--- config.mk ---
export PLATFORM = sky130hd
export DESIGN_NAME = eil_latch
export DESIGN_NICKNAME = d
export VERILOG_FILES = /design/src/common/eil_pkg.sv /design/src/logic/eil_latch.sv
export VERILOG_INCLUDE_DIRS = /design/src /design/src/common
export SDC_FILE = /design/constraint.sdc
export NUM_CORES = 1
export LEC_CHECK = 0
export BUFFER_PORTS_ARGS = -buffer_cell sky130_fd_sc_hd__clkbuf_2
export CAP_MARGIN = 20
export CORE_AREA = 3 3 70 46
export DETAILED_ROUTE_END_ITERATION = 8
export DIE_AREA = 0 0 73 49
export GPL_TIMING_DRIVEN = 0
export PLACE_DENSITY = 0.77
export REMOVE_ABC_BUFFERS = 1
export SYNTH_ARGS = -nofsm -noshare
export SYNTH_HDL_FRONTEND = slang
export SYNTH_SLANG_ARGS = --single-unit
--- constraint.sdc ---
create_clock -name clk_i -period 2.5 [get_ports clk_i]
set_clock_uncertainty 0.2 [all_clocks]
set_input_delay 0.75 -clock clk_i [delete_from_list [all_inputs] [get_ports clk_i]]
set_output_delay 0.75 -clock clk_i [all_outputs]
set_load 0.01 [all_outputs]
--- src/common/eil_map.svh ---
// register offsets, field positions, reset values and vector locations of the external
// interrupt latch
// assumes a 32-bit classic wishbone bus with word-aligned registers
//
// Contract
// [RULE1] falling pin edge sets the latch
// [RULE2] vector fetch acknowledge clears the latch
// [RULE3] writing one to clear strobe clears latch
// [RULE4] reset clears latch and sensitivity bit
// [RULE5] edge mode: acknowledge clears at once
// [RULE6] level mode: needs acknowledge and pin high
// [RULE7] level mode: pending while pin low, any order
// [RULE8] request block bit withholds the request
// [RULE9] pending flag ignores request block bit
// [RULE10] clear strobe write-only, reads zero, reset clear
// [RULE11] edge after acknowledge sets latch again
// [RULE12] serviced request uses vector pair high/low
// [RULE13] break with allow zero blocks software clear
// [RULE14] break with allow one clears, stays cleared
// [RULE15] request block bit read/write, reset zero
// [RULE16] sensitivity bit read/write, one adds level
// [RULE17] pin level visible to branch instructions
// [RULE18] software masks in level mode service routine
// [RULE19] synchronise pin, detect edge by comparison
`ifndef EIL_MAP_SVH
`define EIL_MAP_SVH

`define EIL_ADDR_SCR        8'h00
`define EIL_ADDR_EVT_STAT   8'h04
`define EIL_ADDR_EVT_CLR    8'h08
`define EIL_ADDR_EVT_EN     8'h0C
`define EIL_ADDR_BRK_CTL    8'h10

`define EIL_SCR_MODE_BIT    0
`define EIL_SCR_MASK_BIT    1
`define EIL_SCR_ACK_BIT     2
`define EIL_SCR_FLAG_BIT    3
`define EIL_SCR_PIN_BIT     4
`define EIL_BRK_ALLOW_BIT   0
`define EIL_EVT_LATCH_BIT   0

`define EIL_SCR_RESET       8'h00
`define EIL_VEC_HIGH        16'hFFFA
`define EIL_VEC_LOW         16'hFFFB

`endif

--- src/common/eil_pkg.sv ---
// types shared by the external interrupt latch
// assumes eil_map.svh for numeric constants
package eil_pkg;

   typedef struct packed {
      logic        cyc;
      logic        stb;
      logic        we;
      logic [7:0]  adr;
      logic [3:0]  sel;
      logic [31:0] dat;
   } eil_wb_req_t;

   typedef struct packed {
      logic        ack;
      logic [31:0] dat;
   } eil_wb_rsp_t;

   typedef struct packed {
      logic        pin_meta;
      logic        pin_sync;
      logic        pin_prev;
      logic        latch;
      logic        mode;
      logic        mask;
      logic        brk_allow;
      logic        evt_stat;
      logic        evt_en;
      logic        irq;
      logic        evt_irq;
      logic        pin_level;
      logic        ack;
      logic [31:0] rdat;
   } eil_state_t;

endpackage : eil_pkg

--- src/logic/eil_latch.sv ---
// external interrupt latch: one active-low pin, edge or edge-and-level sensitive,
// wishbone classic slave for its registers
// assumes pin is asynchronous; vector fetch acknowledge and break state come from the cpu
//
// Design decisions made here: the address map and the Wishbone interface to the registers.
`timescale 1ns/1ps
`include "eil_map.svh"

module eil_latch (
   // clock and reset
   input  wire logic                 clk_i,
   input  wire logic                 rst_i,
   // register bus
   input  wire eil_pkg::eil_wb_req_t wb_req_i,
   output eil_pkg::eil_wb_rsp_t      wb_rsp_o,
   // pin and cpu
   input  wire logic                 ext_int_pin_n_i,
   input  wire logic                 vec_fetch_ack_i,
   input  wire logic                 break_state_i,
   output logic                      irq_req_o,
   output logic                      pin_level_o,
   output logic                      event_irq_o
);
   import eil_pkg::*;

   // vector pair the cpu uses when servicing this request
   localparam logic [15:0] VEC_HIGH = `EIL_VEC_HIGH; // RULE12
   localparam logic [15:0] VEC_LOW  = `EIL_VEC_LOW;  // RULE12

   eil_state_t st_reg;
   eil_state_t st_next;

   logic access;
   logic wr;
   logic sw_ack;
   logic ack_any;
   logic fall;
   logic pending;
   logic pending_next;

   // ----------------------------------------
   // next state
   // ----------------------------------------
   always_comb begin
      st_next = st_reg;
      access  = wb_req_i.cyc & wb_req_i.stb & ~st_reg.ack;
      wr      = access & wb_req_i.we & wb_req_i.sel[0];
      st_next.pin_meta = ext_int_pin_n_i;             // RULE19
      st_next.pin_sync = st_reg.pin_meta;             // RULE19
      st_next.pin_prev = st_reg.pin_sync;
      fall = st_reg.pin_prev & ~st_reg.pin_sync;      // RULE19
      // level mode keeps the request pending while the pin is low
      pending = st_reg.latch | (st_reg.mode & ~st_reg.pin_sync); // RULE6 RULE7
      sw_ack = wr && wb_req_i.adr == `EIL_ADDR_SCR
               && wb_req_i.dat[`EIL_SCR_ACK_BIT]
               && (!break_state_i || st_reg.brk_allow); // RULE3 RULE13 RULE14
      ack_any = sw_ack | vec_fetch_ack_i;             // RULE2
      if (fall) begin
         st_next.latch = 1'b1;                        // RULE1 RULE11
      end else if (ack_any) begin
         st_next.latch = 1'b0;                        // RULE5
      end
      if (fall) begin
         st_next.evt_stat = 1'b1;
      end
      if (wr && wb_req_i.adr == `EIL_ADDR_SCR) begin
         st_next.mode = wb_req_i.dat[`EIL_SCR_MODE_BIT]; // RULE16
         st_next.mask = wb_req_i.dat[`EIL_SCR_MASK_BIT]; // RULE15
      end
      if (wr && wb_req_i.adr == `EIL_ADDR_EVT_CLR && wb_req_i.dat[`EIL_EVT_LATCH_BIT]
          && !fall) begin
         st_next.evt_stat = 1'b0;
      end
      if (wr && wb_req_i.adr == `EIL_ADDR_EVT_EN) begin
         st_next.evt_en = wb_req_i.dat[`EIL_EVT_LATCH_BIT];
      end
      if (wr && wb_req_i.adr == `EIL_ADDR_BRK_CTL) begin
         st_next.brk_allow = wb_req_i.dat[`EIL_BRK_ALLOW_BIT];
      end
      // acknowledge and pin return may come in either order
      pending_next      = st_next.latch | (st_next.mode & ~st_next.pin_sync); // RULE6 RULE7
      st_next.irq       = pending_next & ~st_next.mask; // RULE8
      st_next.evt_irq   = st_next.evt_stat & st_next.evt_en;
      st_next.pin_level = st_reg.pin_sync;               // RULE17
      st_next.ack       = access;
      st_next.rdat      = 32'h0000_0000;
      if (access && !wb_req_i.we) begin
         unique case (wb_req_i.adr)
            `EIL_ADDR_SCR: begin
               st_next.rdat[`EIL_SCR_MODE_BIT] = st_reg.mode;
               st_next.rdat[`EIL_SCR_MASK_BIT] = st_reg.mask;
               st_next.rdat[`EIL_SCR_ACK_BIT]  = 1'b0;     // RULE10
               st_next.rdat[`EIL_SCR_FLAG_BIT] = pending; // RULE9
               st_next.rdat[`EIL_SCR_PIN_BIT]  = st_reg.pin_sync;
            end
            `EIL_ADDR_EVT_STAT: st_next.rdat[0] = st_reg.evt_stat;
            `EIL_ADDR_EVT_EN:   st_next.rdat[0] = st_reg.evt_en;
            `EIL_ADDR_BRK_CTL:  st_next.rdat[0] = st_reg.brk_allow;
            default:            st_next.rdat = 32'h0000_0000;
         endcase
      end
   end

   // ----------------------------------------
   // state register
   // ----------------------------------------
   always_ff @(posedge clk_i) begin
      if (rst_i) begin
         st_reg          <= '0;  // RULE4 RULE10 RULE15
         // the pin is still sampled, so a level held low through reset is no edge
         st_reg.pin_meta <= ext_int_pin_n_i; // RULE4
         st_reg.pin_sync <= st_reg.pin_meta;
         st_reg.pin_prev <= st_reg.pin_sync;
         st_reg.pin_level <= 1'b1;
      end else begin
         st_reg <= st_next;
      end
   end

   // ----------------------------------------
   // outputs
   // ----------------------------------------
   assign wb_rsp_o.ack = st_reg.ack;
   assign wb_rsp_o.dat = st_reg.rdat;
   assign irq_req_o    = st_reg.irq;
   assign pin_level_o  = st_reg.pin_level;
   assign event_irq_o  = st_reg.evt_irq;

endmodule : eil_latch

After elaboration in Yosys (flattened, before gate mapping)
Cells that the tools add are included.

Memory bits (read-only): 0. Output and inout bits: 36. Memories kept: 0. Flip-flop bits (word level): 45. Word-level logic and storage cells: 62. Latch bits: 0. Memory bits (writable): 0. Input port bits: 52.

Shift operators: 0. Reductions and logical operators: 16. $lt $le $gt $ge: 0. Eq/ne operators: 4. Bitwise operators: 18. Add/sub/neg operators: 0. Multiply operators: 0. Div/mod/pow operators: 0. Muxes and demuxes: 8.

Operator list (count): 8-bit by 4-bit == test with 1-bit output, second input constant (2); 1-bit AND (9); 1-bit logical AND (9); 8-bit by 3-bit == test with 1-bit output, second input constant (1); 8-bit by 5-bit == test with 1-bit output, second input constant (1); 8-bit logical NOT (1); 1-bit NOT (6); 1-bit two-way mux (5); 4-bit two-way mux (1); 1-bit one-hot mux with 4 select lines (1); 1-bit logical NOT (3); 1-bit OR (3); 3-bit OR reduction (1); 2-bit two-way mux (1); 2-bit OR reduction (1); 1-bit logical OR (1).

Logic depth before layout (Yosys ltp)
Word-level depth: 12. Mapped depth: 4. Mapped depth without buffers: 4.

Worst setup path before layout
OpenSTA, ideal clock, no wires.

Path kind: input port to flip-flop. From: in wb_req_i[37] (netlist name). To: reg st_reg, in the netlist event_irq_o. Slack: 0.131 ns. Data required time: 2.225 ns. Path buffers: 0. Stages on the path: 4. Library setup time: 0.075 ns. Arrival time: 2.094 ns. Cells stage by stage: or3b_1 or3_4 or4b_4 a22oi_2.

Cells in the longest elaborated chain, start to end: 6. Elaborated cells between the ends (all ways): 9. Those cells by class: 2 x eq/ne; 2 x mux; 1 x bitwise; 4 x reduce/logical.

RTL lines: start: declaration (line eil_latch.sv:14) `input wire eil_pkg::eil_wb_req_t wb_req_i,`; 8-bit by 4-bit == test with 1-bit output (no line); 1-bit logical AND (no line); 1-bit logical AND (2 in a row) (line eil_latch.sv:70) `` if (wr && wb_req_i.adr == `EIL_ADDR_EVT_CLR && wb_req_i.dat[`EIL_EVT_LATCH_BIT] ``; 1-bit two-way mux (line eil_latch.sv:70); 1-bit AND * (line eil_latch.sv:83) `st_next.evt_irq = st_next.evt_stat & st_next.evt_en;`; end signal: assignment (line eil_latch.sv:116) `st_reg <= st_next;`; end: declaration (line eil_latch.sv:30) `eil_state_t st_reg;`.

Every way passes the cells marked *; elsewhere a longest branch is shown, timed or not. A chain may end at the register's enable or synchronous reset.

Final worst setup path
From: in wb_req_i[40] (netlist name). To: reg st_reg, in the netlist irq_req_o.

Cells in the longest elaborated chain, start to end: 9. Elaborated cells between the ends (all ways): 12. Those cells by class: 3 x mux; 5 x bitwise; 4 x reduce/logical.

RTL lines: 8-bit logical NOT *; 1-bit logical AND (no line) *; 1-bit logical AND (2 in a row) (line eil_latch.sv:54) `` sw_ack = wr && wb_req_i.adr == `EIL_ADDR_SCR ``; 1-bit OR (line eil_latch.sv:57) `ack_any = sw_ack | vec_fetch_ack_i;`; 1-bit two-way mux (line eil_latch.sv:60) `end else if (ack_any) begin`; 1-bit two-way mux (line eil_latch.sv:58) `if (fall) begin`; 1-bit OR (line eil_latch.sv:81) `pending_next = st_next.latch | (st_next.mode & ~st_next.pin_sync);`; 1-bit AND * (line eil_latch.sv:82) `st_next.irq = pending_next & ~st_next.mask;`.

Marked as above.

==> summary.txt <==
CTS
  • CTS root buffer: clkbuf_8
  • Postcts setup bufs: 0
  • Post-cts resize count: 0
  • CTS tree: done
  • Hold Buf Count CTS: 0
  • Bufs on Longest Clock Path: 2
  • Clock transition at path regs: 0.06 ns
  • CTS H-tree depth: 1
  • Sink Count: 17
  • TritonCTS Buffers: 3
  • Worst-Skew Late Latency: 0.24 ns

Run
  • Max-cap viol count: 0

Power
  • Sequential group share of total power: 52.1%
  • Net Switching: about 130 uW
  • LEAKAGE: 0.000470 uW
  • Combinational power share: 11.6%
  • Worst IR drop on VDD: 0.000374 V
  • Clock Power Share: roughly 36%
  • Power Internal: 411 uW
  • Sw Share: 23.8%
  • Power density over the cells: roughly 540 mW/mm2

Synthesis
  • Sequential-to-total area share from yosys stat: 36.4%
  • Count leader, synth: buf_4
  • Synth async-reset ratio: 0%
  • Ys flop type: dfxtp_1
  • Yosys reg bits: 17
  • Yosys warns: 0
  • Post-synth top area share: 36.4%
  • Most area-consuming cells after synthesis: dfxtp_1 (36%), buf_4 (27%), nand3b_1 (3.2%)
  • Synth Cell Area: 935 um2
  • Yosys top cell by area: dfxtp_1
  • Post-synth cell types: 33
  • Synthesized area per cell: between 9 and 10 um2
  • Synthesized instance count: 103
  • EDFF count, synth: 0
  • Most frequent cells after synthesis: buf_4 (33), dfxtp_1 (17), nand2_1 (5), nor2_1 (5)

Routing
  • Routed wire length per instance: 11.8 um
  • Final ANT Viol Nets: 0
  • # DRC: 0
  • DR iter-0 viols: 22
  • 1st-pass router iterations: 4
  • Drt total wl: roughly 1900 um
  • Via count: 681
  • Vias/cell: 4.28

Placement
  • Placed inst area: 960 um2
  • Worst slack at placement: -0.111 ns
  • Gpl congestion: 0.854
  • Dpl cells: 155
  • IO buf count: 27
  • Final HPWL DP: 1570 um

Setup path
  • Crit. Startpoint: wb_req_i[40]
  • Reg2reg setup slack: 0.57 ns
  • CP Cell Sequence: clkbuf_2 -> nor4_1 -> and4bb_2 -> mux2_1 -> a311oi_1
  • Worst R2R End: event_irq_o
  • Origin of the critical flop-to-flop path: wb_rsp_o[32]
  • Buffers and inverters on the worst path: 1
  • CP endpoint kind: register
  • CP delay by family, top: simple AND/OR/NAND/NOR gates
  • WS Path Type: input port to register
  • Worst endpoint data arrival time: 2.33 ns
  • Worst Reg-to-Reg Cells: 4
  • WP depth: 5
  • Critical Path RT: 2.45 ns
  • Worst-path fanout max: 5
  • Slowest-stage cell, CP: nor4_1
  • Setup crit end: irq_req_o
  • CP peak stage delay: 0.46 ns
  • Crit start category: input port

Floorplanning
  • Ports: 88
  • Core area: approximately 0.0025 mm2
  • Die height: a little under 50 um
  • Die outline area: 0.00358 mm2
  • Starting density of the core: 36.8%
  • Die width: approximately 73 um
  • Site Rows: 14

Timing
  • Tmin final: 2.38 ns
  • Final Setup Violations: 0
  • Hold WS: 0.174 ns
  • Fmax: 420 MHz
  • Final period utilization: 95.3%
  • Final max-slew violation count: 0
  • Final hold violation count: 0
  • Setup ws final: 0.118 ns
  • Unrepaired setup endpoints after global routing: no

Global routing
  • First-pass GRT wire length: 2860 um
  • Largest net degree at the start of global routing: 12
  • Vias in the first global route: 630
  • Total GRT Usage: between 10% and 20%
  • Initial antenna violation count: 0
  • GRT Residual Overflow: 0

Cells and area
  • Post-layout nets: 180
  • # fillers: 262
  • Diode count: 0
  • Fin cells: 159
  • P&R area growth vs syn: 7.50%
  • Share of layout cells above drive strength 1: approximately 30%
  • Max reg flops: 7
  • Post-route cell area: 0.00100 mm2

Run status
  • Status: complete, no violations

Hold path
  • Hold Path Class: register to register
==> worst register-to-register path: stages (launching register included) <==
cell and delay (ns):
dfxtp_1 0.31, nand3b_1 0.24, or3_4 0.44, or4b_4 0.53, a22oi_2 0.15
==> per-layer routing <==
metal | global-route usage [%] | wire length (um) | vias up
met5 | 0 | 0 | -
met2 | 17.4 | 908 | 31
met4 | 0.920 | 0 | 0
li1 | - | - | 341
met1 | 12.1 | 789 | 309
met3 | 4.32 | 172 | 0
==> power by group through the flow <==
stage / combinational, uW / clock (uW) / sequential (uW)
6_report: 62.7 / 196 / 282
5_1_grt: 70.0 / 216 / 282
3_5_place_dp: 61.1 / 0 / 287
3_3_place_gp: 59.0 / 0 / 287
4_1_cts: 61.2 / 204 / 281
2_1_floorplan: 33.3 / 0 / 288
==> cells by family after synthesis <==
group	after synthesis	share of synthesized area (%)
AOI/OAI and AO/OA	11	8.30
other	1	0.401
muxes	4	4.55
and+or+nand+nor	33	22.2
DFF	17	36.4
buffers and inverters	37	28.1
==> worst min-delay path by stage <==
stage,endpoint,cells past startpoint,slack [ns],from
finish,st_reg[42],0,0.17,st_next[33]
global route,st_reg[42],0,0.18,st_next[33]
detailed placement,st_reg[42],0,0.16,st_next[33]
floorplan,st_next[33],0,0.14,st_next[43]
CTS,st_reg[42],0,0.17,st_next[33]
global placement,st_reg[42],0,0.15,st_next[33]
==> cells in the final DEF, fill, tap and decap left out, drive strengths merged <==
cell and n:
a21oi 4, a221oi 1, a22o 1, a22oi 1
a311oi 1, a31o 1, and2 2, and4bb 1
clkbuf 31, conb 28, dfxtp 17, inv 3
mux2 2, mux2i 2, nand2 5, nand2b 1
nand3b 4, nand4 1, nor2 5, nor2b 2
nor3 3, nor4 2, o21ai 2, or2 1
or3 2, or3b 2, or4 1, or4b 1
==> per-stage QoR <==
step                      power (uW)  utilization, %  setup TNS, ns
after floorplan                  321               -              0
after global placement           346            37.8        -0.0672
after detailed placement         348            37.8         -0.129
after CTS                        546            39.6              0
after global routing             568            39.6              0
final                            540            39.6              0
==> area by class of cell <==
type	instances	area (um2)	area share, %
clock buffer	4	45.0	4.48
inverter	3	11.3	1.12
multi-input combinational	76	433	43.1
sequential	17	340	33.9
tap	32	40.0	3.99
timing repair buffer	27	135	13.4
No activity file was read; power rests on OpenSTA's default activity.
